`config.mk`:
```
export PLATFORM = sky130hd
export DESIGN_NAME = delayed_switch_off_control
export DESIGN_NICKNAME = d
export VERILOG_FILES = /design/src/dso_pkg.sv /design/src/delayed_switch_off_control.sv
export VERILOG_INCLUDE_DIRS = /design/src
export SDC_FILE = /design/constraint.sdc
export NUM_CORES = 1
export LEC_CHECK = 0
export BUFFER_PORTS_ARGS = -buffer_cell sky130_fd_sc_hd__buf_2
export CORE_ASPECT_RATIO = 1.1
export CORE_UTILIZATION = 56
export CTS_CLUSTER_SIZE = 30
export DETAILED_ROUTE_END_ITERATION = 7
export PLACE_DENSITY = 0.8
export SLEW_MARGIN = 20
export SYNTH_ARGS = -nofsm -noshare
export SYNTH_HDL_FRONTEND = slang
export SYNTH_SLANG_ARGS = --single-unit
```
`constraint.sdc`:
```
create_clock -name ref_clk -period 2.85 [get_ports ref_clk]
set_input_delay 0.1425 -clock ref_clk [delete_from_list [all_inputs] [get_ports ref_clk]]
set_output_delay 0.1425 -clock ref_clk [all_outputs]
set_load 0.005 [all_outputs]
```
`src/dso_regs.svh`:
```
// register offsets, field positions, reset values and timing counts
`ifndef DSO_REGS_SVH
`define DSO_REGS_SVH

`define DSO_OFS_OUT_CFG4   8'h00
`define DSO_OFS_BRI_CFG0   8'h04
`define DSO_OFS_BRI_CFG1   8'h08
`define DSO_OFS_DD_CFG2    8'h0c
`define DSO_OFS_COMMAND_REG_ZERO       8'h10
`define DSO_OFS_EN_CMD     8'h14
`define DSO_OFS_EN_CFG2    8'h18
`define DSO_OFS_OP_STAT1   8'h1c

`define DSO_BIT_DMODE_A    0
`define DSO_BIT_OL_A       1
`define DSO_BIT_OC_A       2
`define DSO_BIT_FW_B       0
`define DSO_BIT_BM_LO      1
`define DSO_BIT_BM_HI      2
`define DSO_BIT_DMODE_B    0
`define DSO_BIT_DD_A       0
`define DSO_BIT_DD_B       1
`define DSO_BIT_ON_A       0
`define DSO_BIT_ON_B       1
`define DSO_BIT_OTH_LO     2
`define DSO_BIT_OTH_HI     9
`define DSO_BIT_RESTART    16
`define DSO_BIT_OE         0
`define DSO_BIT_EN_A       0
`define DSO_BIT_EN_B       1
`define DSO_BIT_ST_OE      0
`define DSO_BIT_ST_HOLD_A  1
`define DSO_BIT_ST_HOLD_B  2
`define DSO_BIT_ST_TRIG    3
`define DSO_BIT_ST_RUN     4
`define DSO_BIT_ST_CNT_LO  16
`define DSO_BIT_ST_CNT_HI  25

`define DSO_RESET_WORD     32'h0000_0000
`define DSO_N_OTHER        8

`define DSO_CLK_FREQ_KHZ   200000
`define DSO_ON_MIN_MS      400
`define DSO_ON_MAX_MS      800
`define DSO_TICK_CYCLES    (`DSO_CLK_FREQ_KHZ)
`define DSO_TERM_MS        ((`DSO_ON_MIN_MS + `DSO_ON_MAX_MS) / 2)

`endif

```
`src/dso_pkg.sv`:
```
// types shared by the delayed switch-off control
package dso_pkg;

	typedef struct packed {
		logic undervolt;
		logic overvolt;
		logic serial_timeout;
		logic monitor_low;
		logic reset_low;
	} trig_t;

	typedef enum logic {
		ST_NORMAL,
		ST_DELAYED
	} dso_state_t;

	typedef struct packed {
		logic [9:0] count;
		logic       running;
		logic       overflow;
	} timer_t;

endpackage

```
`src/delayed_switch_off_control.sv`:
```
// delayed switch-off control for the relay and bridge special outputs
//
// Our own choices: register access over APB and the register offsets.
`include "dso_regs.svh"
`timescale 1ns/10ps
`default_nettype none

module delayed_switch_off_control
#(
	parameter int TICK_CYCLES = `DSO_TICK_CYCLES
)
(
	input  wire logic        ref_clk,
	input  wire logic        rst_n,
	input  wire logic        psel,
	input  wire logic        penable,
	input  wire logic        pwrite,
	input  wire logic [7:0]  paddr,
	input  wire logic [31:0] pwdata,
	output logic      [31:0] prdata,
	output logic             pready,
	output logic             pslverr,
	input  wire logic        main_supply_undervolt,
	input  wire logic        main_supply_overvolt,
	input  wire logic        monitor_fault_pin_n,
	input  wire logic        reset_pin_n,
	input  wire logic        serial_timeout,
	input  wire logic        ready_state,
	input  wire logic        sleep_request,
	input  wire logic        protection_active,
	output logic             relay_output_a,
	output logic             bridge_output_b,
	output logic [7:0]       other_stage_drive
);

	localparam logic [9:0] TERM_TICKS = 10'(`DSO_TERM_MS);
	localparam logic [31:0] TICK_LAST = 32'(TICK_CYCLES - 1);

	// pin synchronisers and trigger decode
	logic [3:0]     pin_meta_reg;
	logic [3:0]     pin_sync_reg;
	dso_pkg::trig_t trig;
	logic           any_trig;
	logic           trig_d_reg;
	logic           trig_start;
	logic           volt_clear;

	// register file
	logic [1:0]     delay_mode;
	logic           openload_cfg_a;
	logic           overcurrent_cfg_a;
	logic           freewheel_cfg_b;
	logic [1:0]     bridge_mode_cfg_b;
	logic [1:0]     direct_drive_sel;
	logic [1:0]     on_bit;
	logic [7:0]     other_on_reg;
	logic           global_enable_reg;
	logic [1:0]     channel_enable;
	logic [7:0]     other_enable_reg;
	logic           restart_reg;

	// hold and timer
	logic [1:0]     hold;
	logic [1:0]     hold_next;
	logic [1:0]     normal_on;
	logic [1:0]     end_hold;
	logic [1:0]     out_reg;
	logic [7:0]     other_out_reg;
	logic [31:0]    pre_reg;
	dso_pkg::timer_t tmr;
	logic [9:0]     tmr_count_reg;
	logic [31:0]    prdata_reg;
	logic           wr;

	function automatic logic hit(input logic [7:0] a, input logic [7:0] ofs);
		return a == ofs;
	endfunction

	function automatic logic mapped(input logic [7:0] a);
		return hit(a, `DSO_OFS_OUT_CFG4) || hit(a, `DSO_OFS_BRI_CFG0) ||
			hit(a, `DSO_OFS_BRI_CFG1) || hit(a, `DSO_OFS_DD_CFG2) ||
			hit(a, `DSO_OFS_COMMAND_REG_ZERO) || hit(a, `DSO_OFS_EN_CMD) ||
			hit(a, `DSO_OFS_EN_CFG2) || hit(a, `DSO_OFS_OP_STAT1);
	endfunction

	// apb handshake: zero wait states
	assign pready = 1'b1;
	assign pslverr = psel & penable & ~mapped(paddr);
	assign wr = psel & penable & pwrite & mapped(paddr);
	assign prdata = prdata_reg;

	// two-stage synchroniser on the supply flags and the low-active pins
	always_ff @(posedge ref_clk or negedge rst_n)
	begin
		if (!rst_n)
		begin
			pin_meta_reg <= 4'h0;
			pin_sync_reg <= 4'h0;
		end
		else
		begin
			pin_meta_reg <= {main_supply_undervolt, main_supply_overvolt,
				~monitor_fault_pin_n, ~reset_pin_n};
			pin_sync_reg <= pin_meta_reg;
		end
	end

	always_comb
	begin
		trig.undervolt = pin_sync_reg[3];
		trig.overvolt = pin_sync_reg[2];
		trig.serial_timeout = serial_timeout;
		trig.monitor_low = pin_sync_reg[1];
		trig.reset_low = pin_sync_reg[0];
	end

	assign any_trig = |trig;
	assign trig_start = any_trig & ~trig_d_reg;
	assign volt_clear = trig.undervolt | trig.reset_low;

	always_ff @(posedge ref_clk or negedge rst_n)
	begin
		if (!rst_n)
			trig_d_reg <= 1'b0;
		else
			trig_d_reg <= any_trig;
	end

	// configuration registers of the special outputs
	always_ff @(posedge ref_clk or negedge rst_n)
	begin
		if (!rst_n)
		begin
			delay_mode <= 2'h0;
			openload_cfg_a <= 1'b0;
			overcurrent_cfg_a <= 1'b0;
			freewheel_cfg_b <= 1'b0;
			bridge_mode_cfg_b <= 2'h0;
			direct_drive_sel <= 2'h0;
		end
		else
		begin
			if (wr && hit(paddr, `DSO_OFS_OUT_CFG4))
			begin
				delay_mode[0] <= pwdata[`DSO_BIT_DMODE_A];
				openload_cfg_a <= pwdata[`DSO_BIT_OL_A];
				overcurrent_cfg_a <= pwdata[`DSO_BIT_OC_A];
			end
			if (wr && hit(paddr, `DSO_OFS_BRI_CFG0))
			begin
				freewheel_cfg_b <= pwdata[`DSO_BIT_FW_B];
				bridge_mode_cfg_b <= pwdata[`DSO_BIT_BM_HI:`DSO_BIT_BM_LO];
			end
			if (wr && hit(paddr, `DSO_OFS_BRI_CFG1))
				delay_mode[1] <= pwdata[`DSO_BIT_DMODE_B];
			if (wr && hit(paddr, `DSO_OFS_DD_CFG2))
				direct_drive_sel <= pwdata[`DSO_BIT_DD_B:`DSO_BIT_DD_A];
			// delay-mode bits survive; a clear bit only clears its own channel's config
			if (volt_clear)
			begin
				if (!delay_mode[0])
				begin
					openload_cfg_a <= 1'b0;
					overcurrent_cfg_a <= 1'b0;
				end
				if (!delay_mode[1])
				begin
					freewheel_cfg_b <= 1'b0;
					bridge_mode_cfg_b <= 2'h0;
				end
			end
		end
	end

	// control bits and restart command
	always_ff @(posedge ref_clk or negedge rst_n)
	begin
		if (!rst_n)
		begin
			on_bit <= 2'h0;
			other_on_reg <= 8'h00;
			restart_reg <= 1'b0;
		end
		else
		begin
			restart_reg <= wr && hit(paddr, `DSO_OFS_COMMAND_REG_ZERO) &&
				pwdata[`DSO_BIT_RESTART];
			if (wr && hit(paddr, `DSO_OFS_COMMAND_REG_ZERO))
			begin
				if (|hold)
				begin
					// only switch-off is taken while a hold runs
					on_bit <= on_bit & pwdata[`DSO_BIT_ON_B:`DSO_BIT_ON_A];
					other_on_reg <= other_on_reg &
						pwdata[`DSO_BIT_OTH_HI:`DSO_BIT_OTH_LO];
				end
				else
				begin
					on_bit <= pwdata[`DSO_BIT_ON_B:`DSO_BIT_ON_A];
					other_on_reg <= pwdata[`DSO_BIT_OTH_HI:`DSO_BIT_OTH_LO];
				end
			end
			// only channels without delay mode lose their on bit
			if (volt_clear && !delay_mode[0])
				on_bit[0] <= 1'b0;
			if (volt_clear && !delay_mode[1])
				on_bit[1] <= 1'b0;
		end
	end

	// global and dedicated enables
	always_ff @(posedge ref_clk or negedge rst_n)
	begin
		if (!rst_n)
		begin
			global_enable_reg <= 1'b0;
			channel_enable <= 2'h0;
			other_enable_reg <= 8'h00;
		end
		else
		begin
			if (wr && hit(paddr, `DSO_OFS_EN_CMD))
			begin
				global_enable_reg <= pwdata[`DSO_BIT_OE];
				if (!pwdata[`DSO_BIT_OE])
				begin
					channel_enable <= 2'h0;
					other_enable_reg <= 8'h00;
				end
				else if (!protection_active)
				begin
					channel_enable <= 2'h3;
					other_enable_reg <= 8'hff;
				end
			end
			if (wr && hit(paddr, `DSO_OFS_EN_CFG2))
			begin
				if (protection_active)
				begin
					channel_enable <= channel_enable &
						pwdata[`DSO_BIT_EN_B:`DSO_BIT_EN_A];
					other_enable_reg <= other_enable_reg &
						pwdata[`DSO_BIT_OTH_HI:`DSO_BIT_OTH_LO];
				end
				else
				begin
					channel_enable <= pwdata[`DSO_BIT_EN_B:`DSO_BIT_EN_A];
					other_enable_reg <= pwdata[`DSO_BIT_OTH_HI:`DSO_BIT_OTH_LO];
				end
			end
			if (any_trig)
				other_enable_reg <= 8'h00;
			if (volt_clear)
			begin
				if (!(|delay_mode))
					global_enable_reg <= 1'b0;
				if (!delay_mode[0])
					channel_enable[0] <= 1'b0;
				if (!delay_mode[1])
					channel_enable[1] <= 1'b0;
			end
		end
	end

	// per-channel hold state machine and output stage
	generate
		for (genvar i = 0; i < 2; i++)
		begin : g_ch
			dso_pkg::dso_state_t st_reg;
			dso_pkg::dso_state_t st_next;
			logic                out_bit_reg;

			assign normal_on[i] = global_enable_reg & channel_enable[i] &
				on_bit[i] & ~direct_drive_sel[i];
			assign end_hold[i] = tmr.overflow |
				~normal_on[i] |
				~delay_mode[i] |
				(ready_state & ~any_trig) |
				sleep_request;

			always_comb
			begin
				st_next = st_reg;
				case (st_reg)
					dso_pkg::ST_NORMAL:
					begin
						if (trig_start && delay_mode[i] && out_reg[i] &&
							!end_hold[i])
							st_next = dso_pkg::ST_DELAYED;
					end
					dso_pkg::ST_DELAYED:
					begin
						if (end_hold[i])
							st_next = dso_pkg::ST_NORMAL;
					end
					default:
						st_next = dso_pkg::ST_NORMAL;
				endcase
			end

			always_ff @(posedge ref_clk or negedge rst_n)
			begin
				if (!rst_n)
					st_reg <= dso_pkg::ST_NORMAL;
				else
					st_reg <= st_next;
			end

			assign hold[i] = (st_reg == dso_pkg::ST_DELAYED);
			assign hold_next[i] = (st_next == dso_pkg::ST_DELAYED);

			always_ff @(posedge ref_clk or negedge rst_n)
			begin
				if (!rst_n)
					out_bit_reg <= 1'b0;
				else
					out_bit_reg <= hold_next[i] |
						(normal_on[i] & ~any_trig & ~sleep_request);
			end

			assign out_reg[i] = out_bit_reg;
		end
	endgenerate

	assign relay_output_a = out_reg[0];
	assign bridge_output_b = out_reg[1];
	assign other_stage_drive = other_out_reg;

	// remaining power stages are dropped on any trigger
	always_ff @(posedge ref_clk or negedge rst_n)
	begin
		if (!rst_n)
			other_out_reg <= 8'h00;
		else
			other_out_reg <= other_on_reg & other_enable_reg &
				{8{global_enable_reg & ~any_trig}};
	end

	// delay timer: ms prescaler then tick counter
	assign tmr = '{count: tmr_count_reg, running: |hold,
		overflow: (tmr_count_reg == TERM_TICKS)};

	always_ff @(posedge ref_clk or negedge rst_n)
	begin
		if (!rst_n)
		begin
			pre_reg <= 32'h0000_0000;
			tmr_count_reg <= 10'h000;
		end
		else if (!tmr.running || restart_reg)
		begin
			pre_reg <= 32'h0000_0000;
			tmr_count_reg <= 10'h000;
		end
		else if (pre_reg == TICK_LAST)
		begin
			pre_reg <= 32'h0000_0000;
			if (!tmr.overflow)
				tmr_count_reg <= tmr_count_reg + 10'h001;
		end
		else
			pre_reg <= pre_reg + 32'h0000_0001;
	end

	// read data captured in the setup phase
	always_ff @(posedge ref_clk or negedge rst_n)
	begin
		if (!rst_n)
			prdata_reg <= `DSO_RESET_WORD;
		else if (psel && !penable)
		begin
			prdata_reg <= `DSO_RESET_WORD;
			if (hit(paddr, `DSO_OFS_OUT_CFG4))
			begin
				prdata_reg[`DSO_BIT_DMODE_A] <= delay_mode[0];
				prdata_reg[`DSO_BIT_OL_A] <= openload_cfg_a;
				prdata_reg[`DSO_BIT_OC_A] <= overcurrent_cfg_a;
			end
			if (hit(paddr, `DSO_OFS_BRI_CFG0))
			begin
				prdata_reg[`DSO_BIT_FW_B] <= freewheel_cfg_b;
				prdata_reg[`DSO_BIT_BM_HI:`DSO_BIT_BM_LO] <= bridge_mode_cfg_b;
			end
			if (hit(paddr, `DSO_OFS_BRI_CFG1))
				prdata_reg[`DSO_BIT_DMODE_B] <= delay_mode[1];
			if (hit(paddr, `DSO_OFS_DD_CFG2))
				prdata_reg[`DSO_BIT_DD_B:`DSO_BIT_DD_A] <= direct_drive_sel;
			if (hit(paddr, `DSO_OFS_COMMAND_REG_ZERO))
			begin
				prdata_reg[`DSO_BIT_ON_B:`DSO_BIT_ON_A] <= on_bit;
				prdata_reg[`DSO_BIT_OTH_HI:`DSO_BIT_OTH_LO] <= other_on_reg;
			end
			if (hit(paddr, `DSO_OFS_EN_CMD))
				prdata_reg[`DSO_BIT_OE] <= global_enable_reg;
			if (hit(paddr, `DSO_OFS_EN_CFG2))
			begin
				prdata_reg[`DSO_BIT_EN_B:`DSO_BIT_EN_A] <= channel_enable;
				prdata_reg[`DSO_BIT_OTH_HI:`DSO_BIT_OTH_LO] <= other_enable_reg;
			end
			if (hit(paddr, `DSO_OFS_OP_STAT1))
			begin
				prdata_reg[`DSO_BIT_ST_OE] <= global_enable_reg;
				prdata_reg[`DSO_BIT_ST_HOLD_A] <= hold[0];
				prdata_reg[`DSO_BIT_ST_HOLD_B] <= hold[1];
				prdata_reg[`DSO_BIT_ST_TRIG] <= any_trig;
				prdata_reg[`DSO_BIT_ST_RUN] <= tmr.running;
				prdata_reg[`DSO_BIT_ST_CNT_HI:`DSO_BIT_ST_CNT_LO] <= tmr.count;
			end
		end
	end

endmodule

`default_nettype wire

```
---- Word-level counts from Yosys, hierarchy flattened ----
Index checks and enable logic that the tools add are counted.
word-level totals
  register bits ........................... 114
  output and inout bits ................... 44
  logic and storage cells ................. 181
operators by class
  add/sub/neg operators ................... 2
  equality and inequality tests ........... 11
  mux-type cells .......................... 54
  bitwise gates (word level) .............. 48
  reduce and logical (&&, ||, !) cells .... 41
operators by type and width
  cell                     number
  $mux W32                 2
  $mux W10                 6
  $mux W8                  7
  $add A32 B1 Y32 const B  1
  $and A8 B8 Y8            4
  $eq A32 B18 Y1 const B   1
  $eq A8 B5 Y1 const B     4
  $mux W2                  12
  $mux W1                  22
  $and A1 B1 Y1            17
  $logic_and A1 B1 Y1      17
  $eq A8 B4 Y1 const B     2
  $not A1 Y1               14
  $or A1 B1 Y1             11
  $add A10 B1 Y10 const B  1
  $eq A10 B10 Y1 const B   1
  $eq A8 B3 Y1 const B     1
  $logic_not A8 Y1         1
  $logic_or A1 B1 Y1       8
  $logic_not A1 Y1         6
  $mux W3                  2
  $reduce_bool A2 Y1       3
  $mux W5                  1
  $reduce_or A5 Y1         1
  7 further kinds          11

---- Logic depth before layout (Yosys ltp) ----
Gate-level depths: netlist of run 1.
  word-level depth ........................ 14
  depth in mapped cells ................... 9
  gate-level depth less buffers ........... 7

---- Least setup slack after synthesis of run 1 ----
Ideal clock, no wire load.
  kind .................................... register to register
  start ................................... register pre_reg[0]
  end ..................................... register tmr_count_reg[7]
  setup time .............................. 0.078 ns
  arrival ................................. 2.061 ns
  data required time ...................... 2.772 ns
  setup slack ............................. 0.711 ns
  stages on the path, launching flop included .. 9
  buffers on the path ..................... 2
  cell sequence ........................... dfrtp_1 > ha_1 > nand4_4 > or2_0 > clkbuf_2 > or3_1 > clkbuf_1 > or3_1 > a21oi_1
between the ends
  word-level cells in the longest chain between the ends .. 3
ends and longest elaborated chain
  item                          line                               source
  start, declared               delayed_switch_off_control.sv:69   logic [31:0] pre_reg;
  start signal, assigned        delayed_switch_off_control.sv:362  pre_reg <= pre_reg + 32'h0000_0001;
  $eq A32 B18 Y1                delayed_switch_off_control.sv:355  else if (pre_reg == TICK_LAST)
  $reduce_bool A2 Y1 (no line)  --
  $reduce_and A2 Y1 (no line)   --
  end signal, assigned          delayed_switch_off_control.sv:359  tmr_count_reg <= tmr_count_reg + 10'h001;
  end, declared                 delayed_switch_off_control.sv:71   logic [9:0] tmr_count_reg;
Every way passes these cells.
A chain may end at the register's enable or synchronous reset.

---- Worst setup path in the final report of run 1 ----
  start ................................... register pre_reg[0]
  end ..................................... register pre_reg[22]
between the ends
  word-level cells in the longest chain between the ends .. 3
  elaborated cells on any way between the ends .. 4
  those cells by class .................... 1 x add/sub; 1 x eq/ne; 2 x mux
ends and longest elaborated chain
  item                                               line                                                                  source
  $add A32 B1 Y32 or $eq A32 B18 Y1 (tied branches)  delayed_switch_off_control.sv:362, delayed_switch_off_control.sv:355
  $mux W32 (*)                                       delayed_switch_off_control.sv:355
  $mux W32 (*)                                       delayed_switch_off_control.sv:350                                     else if (!tmr.running || restart_reg)
Every way passes the cells marked *; elsewhere a longest branch is shown, timed or not.

==> qor.yml, run 1 <==
status:
  status: "finished clean"
synthesis:
  synth_fa_ha_area_frac: 0.00684
  synth_top_family_by_area: "simple AND/OR/NAND/NOR gates"
  synth_compound_area_frac: 0.0928
  synth_xor_xnor_area_share: 0.0559
  yosysTopAreaCellShare: 0.520
  syn_area_sq_um: 5490
  ys_seq_elements: 114
  yosys.cell_types.count: 56
  synth_simple_gate_area_frac: 0.251
  synth_enable_flop_cells: 0
  synthCells: 554
  synth_area_leader_cell: "dfrtp_1"
  yosysWarnings: 0
  synth.area.top_cells: "dfrtp_1 (52%), nor2_1 (5.7%), xnor2_1 (3.5%), nand2_1 (2.8%), nand3_1 (2.6%)"
  async_reset_ff_frac: 1.00
  synth_top_flop_cell: "dfrtp_1"
  syn_avg_cell_area_sq_um: 9.90
  seq_area_frac_synth: 0.520
  synthMuxAreaShare: 0.0251
sta:
  rsz0062_at_grt: "false"
  finalClockSkew_ns: 0.0110
  fin_crit_ns: 2.43
  drv_slew: 0
  fmax_mhz: 411
  setup_viol: 0
  fin_crit_sh: 0.854
  relSlewSlack: 0.421
  tns_ns: 0
  worst_pin_slew_ns: 0.869
  finalHoldViolCount: 0
  whs_ns: 0.0305
critical_path:
  slowest_delay_ns: 0.53
  critical_path_class: "reg2reg"
  worst_setup_path_start_kind: "flip-flop"
  worstPathRequired_ns: 3.24
  end_kind: "flip-flop"
  cp_data_arrival_time_ns: 2.82
  cp_max_fo: 31
  cpMaxStageDelayCell: "or3_1"
  cp_cell_sequence: "ha_1 -> nand4_4 -> or2_0 -> or3_1 -> nand2b_1 -> buf_4 -> nor2_1"
die:
  die_w_microns: 96.4
  start_util: 0.581
  pin_count: 97
  fp.coreArea_sq_um: 9440
  die_area_sq_um: 10200
  fp-row-count: 37
  dieHeight_microns: 106
global_route:
  first_global_vias: 4427
  grt_pass1_wl_microns: 21800
  grt_max_degree: 59
  antenna_found_initial: 0
  grt_overflow: 0
  track_usage: 0.283
detailed_routing:
  remaining_drc_errors: 0
  ant_nets: 0
  drt-total-wl_microns: 13100
  via_per_inst: 5.96
  vias: 4547
  dr.pass1.iters: 7
  wire_per_inst_microns: 17.2
  drtIter0Drc: 426
pwr:
  peakVddDrop_uv: 424
  leakagePower_uw: 0.00296
  p_per_area_nw_per_um2: 614
  power.total_uw: 4080
final_layout:
  drive_gt1_frac: 0.184
  largest_register_ffs: 32
  utilization: 0.704
  diodes: 0
  area_delta_synth_final_pct: 21.1
  nets: 690
  final_area_sq_um: 6650
clocking:
  cts_sinks: 114
  cts_root_buf: "clkbuf_8"
  cts_resized: 0
  worstSkewPairLatency_ns: 0.52
  clkTransAtPathRegs_ns: 0.05
  cts_made_buffers: 17
  clockBufferDepth: 2
  h-tree-depth: 4
  cts_setup_buffers: 0
  hold_buffers: 17
  tritoncts: "yes"
place:
  port-buffer-count: 62
  dp_hpwl_microns: 8450
  place_area_sq_um: 5850
  gp_congestion: 0.862
run:
  cap_viol_max_count: 0
hold_path:
  hp-class: "in2reg"
==> metal layers <==
layer  vias to the layer above  part of all wire  GRT usage
met5                         -                 0          0
met2                       183              0.49      0.441
met3                        23             0.055     0.0584
met4                         0             0.020      0.112
li1                       2108                 -          -
met1                      2233              0.44      0.385
==> where the power goes <==
group / total, uW / switching, uW / internal (uW)
Sequential: 1650 / 10.8 / 1640
Clock: 2250 / 708 / 1540
Combinational: 174 / 108 / 65.9
==> cell type report <==
cell class | count | area (sq um)
sequential | 114 | 2850
fill | 652 | 2800
multi-input combinational | 401 | 2420
timing repair buffer | 86 | 548
clock buffer | 21 | 449
clock inverter | 10 | 181
tap | 117 | 146
inverter | 14 | 52.6
==> cells by family (layout without fill, tap and decap cells) <==
family,count (synthesis),after routing
adders and majority gates,3,3
AOI/OAI and AO/OA,75,75
and+or+nand+nor,263,263
DFF,114,114
other,2,13
buffers and inverters,50,131
muxes,12,12
xor gates and xnor gates,35,35
==> placed cells by master (no fill, tap or decap), types with 3 or more instances in the layout <==
master,instances
dfrtp_1,114
nor2_1,83
buf_2,61
nand2_1,41
nand3_1,29
o21ai_0,24
xnor2_1,22
nor4_1,20
a21oi_1,17
dlygate4sd3_1,17
nor3_1,16
clkbuf_16,16
inv_1,14
and3_1,14
xor2_1,13
conb_1,13
nand4_1,11
o22a_1,8
o221a_2,8
or3_1,7
mux2i_1,7
buf_4,7
and2_1,5
and4_1,5
nand2b_1,5
a221oi_1,5
nand3b_1,5
bufinv_16,5
nor2b_1,4
mux2_2,4
o31ai_1,3
ha_1,3
clkbuf_8,3
clkinv_2,3
==> metrics by stage <==
| step | setup slack [ns] | cells |
|---|---|---|
| after floorplan | 0.711 | 565 |
| after global placement | 0.538 | 715 |
| after detailed placement | 0.452 | 715 |
| after CTS | 0.439 | 763 |
| after global routing | 0.208 | 763 |
| final | 0.415 | 763 |
==> cells in the mapped netlist, drive strengths merged (4+ instances only) <==
cell	n
nor4	21
nand2b	5
o21ai	24
nor2	83
xnor2	22
nand2	41
nor3	16
mux2i	7
inv	14
or2	4
and3	14
dfrtp	114
and4	5
buf	22
a221oi	5
and2	5
nand4	12
or3	8
mux2	4
clkbuf	14
nor2b	4
a21oi	17
xor2	13
o22a	8
nand3b	5
o221a	8
nand3	29
==> path summary, 6_finish.rpt <==
check	from	end	slack (ns)	depth (start not counted)
max	pre_reg[0]	pre_reg[22]	0.42	7
min	paddr[3]	prdata[0]	0.03	3
max reg2reg	pre_reg[0]	pre_reg[22]	0.42	7
min reg2reg	pin_meta_reg[0]	pin_sync_reg[0]	0.35	0
max in group asynchronous	rst_n	other_stage_drive[6]	1.86	3
min in group asynchronous	rst_n	prdata[5]	0.23	2
==> critical path: cells and delay by family, from the launching register on <==
family	cells	cell delay, ns
simple gates	5	1.32
flops	1	0.39
buf+inv	1	0.31
fa+ha+maj	1	0.27
(Power assumes the default switching activity.)
==> run 2: changes to the inputs <==
Settings changed: CORE_UTILIZATION 56 to 60, PLACE_DENSITY 0.8 to 0.85, SKIP_CTS_REPAIR_TIMING set to 1.
Clock period 2.85 ns to 3.05 ns, I/O delays scaled along.
==> run 2 against run 1 <==
- the run now ends with hold timing left
- non-clock buffer count decreased by 2
- critical path depth did not move
- die area fell by 6.5%
- clock power down 13%
- clock-buffer cell count is the same
- core utilization increased by 3.8 points
- critical endpoint is now pre_reg[24]
- largest power group unchanged
- highest routed layer unchanged
==> qor.yml, run 2 (same netlist as run 1, synthesis figures left out) <==
clocking:
  clockBufferDepth: 2  # unchanged
  cts_root_buf: "clkbuf_8"  # unchanged
  clkTransAtPathRegs_ns: 0.06  # was 0.05 ns
  cts_made_buffers: 17  # unchanged
  worstSkewPairLatency_ns: 0.52  # about the same
  tritoncts: "yes"  # unchanged
  cts_sinks: 114  # unchanged
  h-tree-depth: 4  # unchanged
die:
  die_area_sq_um: 9530  # was 10200 sq um
  fp.coreArea_sq_um: 8870  # was 9440 sq um
  dieHeight_microns: 102  # was 106 microns
  die_w_microns: 93.2  # was 96.4 microns
  pin_count: 97  # unchanged
  fp-row-count: 36  # was 37
  start_util: 0.618  # was 0.581
final_layout:
  nets: 688  # was 690
  area_delta_synth_final_pct: 19.9  # was 21.1%
  seqCellArea_sq_um: 2850  # unchanged
  fill_cells: 572  # was 652
  largest_register_ffs: 32  # unchanged
  drive_gt1_frac: 0.184  # about the same
  diodes: 0  # unchanged
  mostFrequentLayoutCells: "dfrtp_1 (114), nor2_1 (83), buf_2 (61)"  # unchanged
  mostFrequentLayoutCell: "dfrtp_1"  # unchanged
  final_area_sq_um: 6580  # was 6650 sq um
  multi_input_area_sq_um: 2420  # unchanged
  utilization: 0.741  # was 0.704
global_route:
  grt_max_degree: 71  # was 59
  first_global_vias: 4368  # was 4427
  grt_pass1_wl_microns: 21200  # was 21800 microns
  track_usage: 0.294  # was 0.283
  antenna_found_initial: 0  # unchanged
  grt_overflow: 0  # unchanged
critical_path:
  rr_worst_depth: 7  # unchanged
  critical_path.top_delay_family: "simple AND/OR/NAND/NOR gates"  # unchanged
  worst_setup_path_start_kind: "flip-flop"  # unchanged
  end_kind: "flip-flop"  # unchanged
  timing.rr.end: "pre_reg[24]"  # was pre_reg[22]
  cp_cell_sequence: "ha_1 -> nand4_4 -> or2_0 -> or3_1 -> nand2b_1 -> buf_4 -> nor2_1"  # unchanged
  critical_path_class: "reg2reg"  # unchanged
  reg2reg_slack_ns: 0.54  # was 0.42 ns
  cp_max_fo: 31  # unchanged
  cp_data_arrival_time_ns: 2.90  # was 2.82 ns
  slowest_delay_ns: 0.55  # was 0.53 ns
  timing.rr.start: "pre_reg[0]"  # unchanged
  crit_buf_inv: 1  # unchanged
  worstPathRequired_ns: 3.44  # was 3.24 ns
  cpMaxStageDelayCell: "or3_1"  # unchanged
hold_path:
  hold_start: "pwdata[0]"  # was paddr[3]
  holdPathEnd: "on_bit[0]"  # was prdata[0]
  hp-class: "in2reg"  # unchanged
  hold_depth: 3  # unchanged
pwr:
  leakagePower_uw: 0.00293  # was 0.00296 uW
  peakVddDrop_uv: 379  # was 424 uV
  p_per_area_nw_per_um2: 555  # was 614 nW/um^2
detailed_routing:
  vias: 4653  # was 4547
  via_per_inst: 6.13  # was 5.96
  remaining_drc_errors: 0  # unchanged
  drtIter0Drc: 424  # was 426
  ant_nets: 0  # unchanged
  drt-total-wl_microns: 13200  # was 13100 microns
  wire_per_inst_microns: 17.5  # was 17.2 microns
  dr.pass1.iters: 5  # was 7
sta:
  finalHoldViolCount: 1  # was 0
  whs_ns: -0.00820  # was 0.0305 ns
  fin_crit_ns: 2.51  # was 2.43 ns
  drv_slew: 0  # unchanged
  fin_crit_sh: 0.821  # was 0.854
  relSlewSlack: 0.387  # was 0.421
  rsz0062_at_grt: "false"  # unchanged
  fmax_mhz: 399  # was 411 MHz
  tns_ns: 0  # unchanged
  setup_viol: 0  # unchanged
  finalClockSkew_ns: 0.00857  # was 0.0110 ns
  worst_pin_slew_ns: 0.920  # was 0.869 ns
  fin_ws_ns: 0.545  # was 0.415 ns
place:
  dp_hpwl_microns: 8630  # was 8450 microns
  place_area_sq_um: 5830  # was 5850 sq um
  port-buffer-count: 62  # unchanged
  pre_cts_ws_ns: 0.633  # was 0.452 ns
  gp_congestion: 0.913  # was 0.862
run:
  cap_viol_max_count: 0  # unchanged
status:
  status: "finished with violations"  # was finished clean
  violations: "hold timing"
-- run 2: changes by cell type in the layout (fill, tap and decap cells not counted) --
| cell | change |
|---|---|
| buf_4 | -1 |
| dlygate4sd3_1 | -1 |
| clkinv_4 | -1 |
| clkinvlp_4 | +1 |
| bufinv_16 | -2 |
| clkinv_2 | +3 |
-- run 2: worst register-to-register path: stages (launching register included) --
cell	delay (ns)
dfrtp_1	0.39
ha_1	0.27
nand4_4	0.18
or2_0	0.40
or3_1	0.55
nand2b_1	0.13
buf_4	0.31
nor2_1	0.14
-- run 2: area by class of cell --
type                    instances  area share
inverters                      14     0.00799
well taps                     114      0.0217
multi-input cells             401       0.367
clock inverters                11      0.0205
repair buffers                 84      0.0806
flip-flops and latches        114       0.434
clock buffers                  21      0.0683
-- run 2: layer usage --
metal,share of wire,global-route usage,vias to the layer above
li1,-,-,2102
met1,0.40,0.375,2253
met2,0.49,0.477,259
met3,0.080,0.0677,39
met4,0.027,0.146,0
met5,0,0,-
-- run 2: report_power, final --
part | leakage [uW] | switching, uW | internal, uW | total [uW]
clock | 0.000287 | 669 | 1280 | 1950
sequential | 0.00155 | 9.50 | 1530 | 1540
combinational | 0.00109 | 101 | 60.8 | 162
-- run 2: worst max-delay path by stage --
stage,from,to,slack [ns],cells after the start
global placement,paddr[4],other_enable_reg[1],0.67,6
finish,pre_reg[0],pre_reg[24],0.54,7
CTS,pre_reg[0],pre_reg[25],0.56,7
global route,pre_reg[0],pre_reg[25],0.39,7
detailed placement,pre_reg[0],pre_reg[13],0.63,7
floorplan,pre_reg[0],tmr_count_reg[7],0.91,8
-- run 2: through the flow --
stage,hold WS [ns],std cells,power [uW]
after floorplan,-0.143,565,1640
after global placement,0.261,711,1710
after detailed placement,0.263,711,1710
after CTS,-0.275,743,3650
after global routing,0.0151,759,3770
final,-0.00820,759,3650
==> run 3: changes to the inputs <==
Settings changed: ABC_AREA set to 1, CORE_UTILIZATION 60 to 51, PLACE_DENSITY 0.85 to 0.76.
Clock period 3.05 ns to 2.2 ns, I/O delays scaled along.
==> run 3 against run 2 <==
- the flow still finishes with violations (hold timing)
- hold slack worse by 0.0065 ns
- flip-flop and latch count stayed put
- highest routed layer unchanged
- critical path type unchanged
- sequential power is 38% higher
==> qor.yml, run 3 <==
status:
  status: "finished with violations"  # unchanged
  violations: "hold timing"  # unchanged
critical_path:
  end_kind: "flip-flop"  # unchanged
  worst_setup_path_start_kind: "flip-flop"  # unchanged
  cpMaxStageDelayCell: "dfrtp_1"  # was or3_1
  reg2reg_slack_ns: 0.33  # was 0.54 ns
  cp_common_cell: "nand2_1"
  crit_buf_inv: 1  # unchanged
  cp_data_arrival_time_ns: 2.20  # was 2.90 ns
  critical_path_class: "reg2reg"  # unchanged
  slowest_delay_ns: 0.37  # was 0.55 ns
  cp_max_fo: 3  # was 31
  worstPathRequired_ns: 2.53  # was 3.44 ns
  critical_path.top_delay_family: "simple AND/OR/NAND/NOR gates"  # unchanged
  cp_cell_sequence: "ha_1 -> nand2_1 -> nor2_2 -> buf_4 -> nand2_1 -> nor2_1 -> nand2_1 -> nor2_1 -> nand3_1 -> nand2_1 -> nor3b_1"  # was ha_1 -> nand4_4 -> or2_0 -> or3_1 -> nand2b_1 -> buf_4 -> nor2_1
detailed_routing:
  drtIter0Drc: 303  # was 424
  vias: 5192  # was 4653
  remaining_drc_errors: 0  # unchanged
  wire_per_inst_microns: 13.9  # was 17.5 microns
  via_per_inst: 5.17  # was 6.13
  dr.pass1.iters: 6  # was 5
  drt-total-wl_microns: 14000  # was 13200 microns
  ant_nets: 0  # unchanged
die:
  fp.coreArea_sq_um: 11400  # was 8870 sq um
  die_area_sq_um: 12200  # was 9530 sq um
  die_w_microns: 105  # was 93.2 microns
  fp-row-count: 41  # was 36
  dieHeight_microns: 116  # was 102 microns
  pin_count: 97  # unchanged
  start_util: 0.524  # was 0.618
clocking:
  cts_made_buffers: 17  # unchanged
  worstSkewPairLatency_ns: 0.41  # was 0.52 ns
  clkTransAtPathRegs_ns: 0.05  # was 0.06 ns
  h-tree-depth: 4  # unchanged
  tritoncts: "yes"  # unchanged
  clockBufferDepth: 2  # unchanged
  cts_sinks: 114  # unchanged
  cts_root_buf: "clkbuf_16"  # was clkbuf_8
synthesis:
  syn_avg_cell_area_sq_um: 7.92  # was 9.90 sq um
  syn_area_sq_um: 5990  # was 5490 sq um
  seq_area_frac_synth: 0.476  # was 0.520
  synth.area.top_cells: "dfrtp_1 (48%), nand2_1 (10%), inv_1 (7.0%), nor2_1 (5.8%), xor2_1 (3.5%)"  # was dfrtp_1 (52%), nor2_1 (5.7%), xnor2_1 (3.5%), nand2_1 (2.8%), nand3_1 (2.6%)
  async_reset_ff_frac: 1.00  # unchanged
  yosysWarnings: 0  # unchanged
  yosysMostFrequentCell: "nand2_1"  # was dfrtp_1
  synth_top_flop_cell: "dfrtp_1"  # unchanged
  synth_enable_flop_cells: 0  # unchanged
  yosysTopAreaCellShare: 0.476  # was 0.520
  ys_seq_elements: 114  # unchanged
  yosys.cell_types.count: 40  # was 56
  synth_area_leader_cell: "dfrtp_1"  # unchanged
  synthTopCellsByCount: "nand2_1 (163), dfrtp_1 (114), inv_1 (112), nor2_1 (93), nor3_1 (34)"  # was dfrtp_1 (114), nor2_1 (83), nand2_1 (41), nand3_1 (29), o21ai_0 (24)
  synthCells: 756  # was 554
place:
  dp.cells: 965  # was 711
  gp_congestion: 0.924  # was 0.913
  pre_cts_ws_ns: 0.0249  # was 0.633 ns
  port-buffer-count: 62  # unchanged
  dp_hpwl_microns: 9870  # was 8630 microns
sta:
  drv_slew: 0  # unchanged
  finalHoldViolCount: 3  # was 1
  fmax_mhz: 534  # was 399 MHz
  fin_crit_ns: 1.87  # was 2.51 ns
  fin_crit_sh: 0.851  # was 0.821
  rsz0062_at_grt: "false"  # unchanged
  relSlewSlack: 0.529  # was 0.387
  fin_ws_ns: 0.327  # was 0.545 ns
  whs_ns: -0.0147  # was -0.00820 ns
  finalClockSkew_ns: 0.00730  # was 0.00857 ns
  tns_ns: 0  # unchanged
  setup_viol: 0  # unchanged
  worst_pin_slew_ns: 0.707  # was 0.920 ns
pwr:
  peakVddDrop_uv: 698  # was 379 uV
  power.total_uw: 5290  # was 3650 uW
  p_per_area_nw_per_um2: 732  # was 555 nW/um^2
  leakagePower_uw: 0.00337  # was 0.00293 uW
global_route:
  track_usage: 0.244  # was 0.294
  grt_max_degree: 64  # was 71
  first_global_vias: 4950  # was 4368
  grt_overflow: 0  # unchanged
  grt_pass1_wl_microns: 23200  # was 21200 microns
  antenna_found_initial: 0  # unchanged
final_layout:
  final_cells: 1005  # was 759
  largest_register_ffs: 32  # unchanged
  drive_gt1_frac: 0.151  # was 0.184
  mostFrequentLayoutCells: "nand2_1 (163), dfrtp_1 (114), inv_1 (112)"  # was dfrtp_1 (114), nor2_1 (83), buf_2 (61)
  utilization: 0.632  # was 0.741
  nets: 899  # was 688
  mostFrequentLayoutCell: "nand2_1"  # was dfrtp_1
  area_delta_synth_final_pct: 20.6  # was 19.9%
  diodes: 0  # unchanged
run:
  cap_viol_max_count: 0  # unchanged
hold_path:
  hp-class: "in2reg"  # unchanged
-- run 3: cell types whose count changed in the layout (fill, tap and decap cells not counted), sizes merged, moves of 9 or more --
| cell | delta |
|---|---|
| xor2 | +11 |
| nor2 | +17 |
| nor4 | -11 |
| and3 | -13 |
| xnor2 | -17 |
| nand2 | +127 |
| buf | +10 |
| inv | +101 |
| o21ai | +9 |
| o31ai | +10 |
| nand4 | +16 |
| nor3 | +19 |
-- run 3: layout make-up --
type / count / area (sq um)
Clock buffer: 23 / 488
Clock inverter: 8 / 150
Fill cell: 1001 / 4220
Inverter: 116 / 435
Multi-Input combinational cell: 507 / 2570
Sequential cell: 114 / 2850
Tap cell: 150 / 188
Timing Repair Buffer: 87 / 536
-- run 3: cell families after synthesis --
| kind of cell | share of synthesized area |
|---|---|
| buf+inv | 0.101 |
| xor+xnor | 0.0424 |
| fa+ha+maj | 0.00627 |
| flops | 0.476 |
| compound gates | 0.0890 |
| other cells | 0.00125 |
| simple gates | 0.283 |
-- run 3: final timing paths --
check | start | endpoint | depth (start not counted)
max in group asynchronous | rst_n | pin_meta_reg[1] | 3
min | pwdata[7] | other_on_reg[5] | 3
min in group asynchronous | rst_n | other_stage_drive[5] | 2
max | pre_reg[0] | pre_reg[24] | 11
min reg2reg | pin_meta_reg[2] | pin_sync_reg[2] | 0
max reg2reg | pre_reg[0] | pre_reg[24] | 11
-- run 3: power breakdown --
group / internal, uW / switching [uW] / total [uW]
registers: 2120 / 8.83 / 2130
logic: 72.5 / 139 / 211
clock network: 2010 / 941 / 2950
-- run 3: per-layer routing --
metal	GRT usage	up-vias	wire length, microns
met5	0	-	0
met2	0.427	129	7060
met3	0.0461	22	653
met4	0.0836	0	232
met1	0.305	2457	6050
li1	-	2584	-
-- run 3: through the flow --
stage / instance area [sq um] / hold WS [ns]
3_5_place_dp: 6490 / 0.124
5_1_grt: 7220 / -0.00111
2_1_floorplan: 6030 / -0.186
4_1_cts: 7130 / -0.308
3_3_place_gp: 6490 / 0.121
6_report: 7220 / -0.0147
-- run 3: worst register-to-register path: stages, from the launching register on --
cell,delay [ns]
dfrtp_1,0.37
ha_1,0.18
nand2_1,0.09
nor2_2,0.12
buf_4,0.14
nand2_1,0.08
nor2_1,0.18
nand2_1,0.11
nor2_1,0.17
nand3_1,0.12
nand2_1,0.06
nor3b_1,0.17
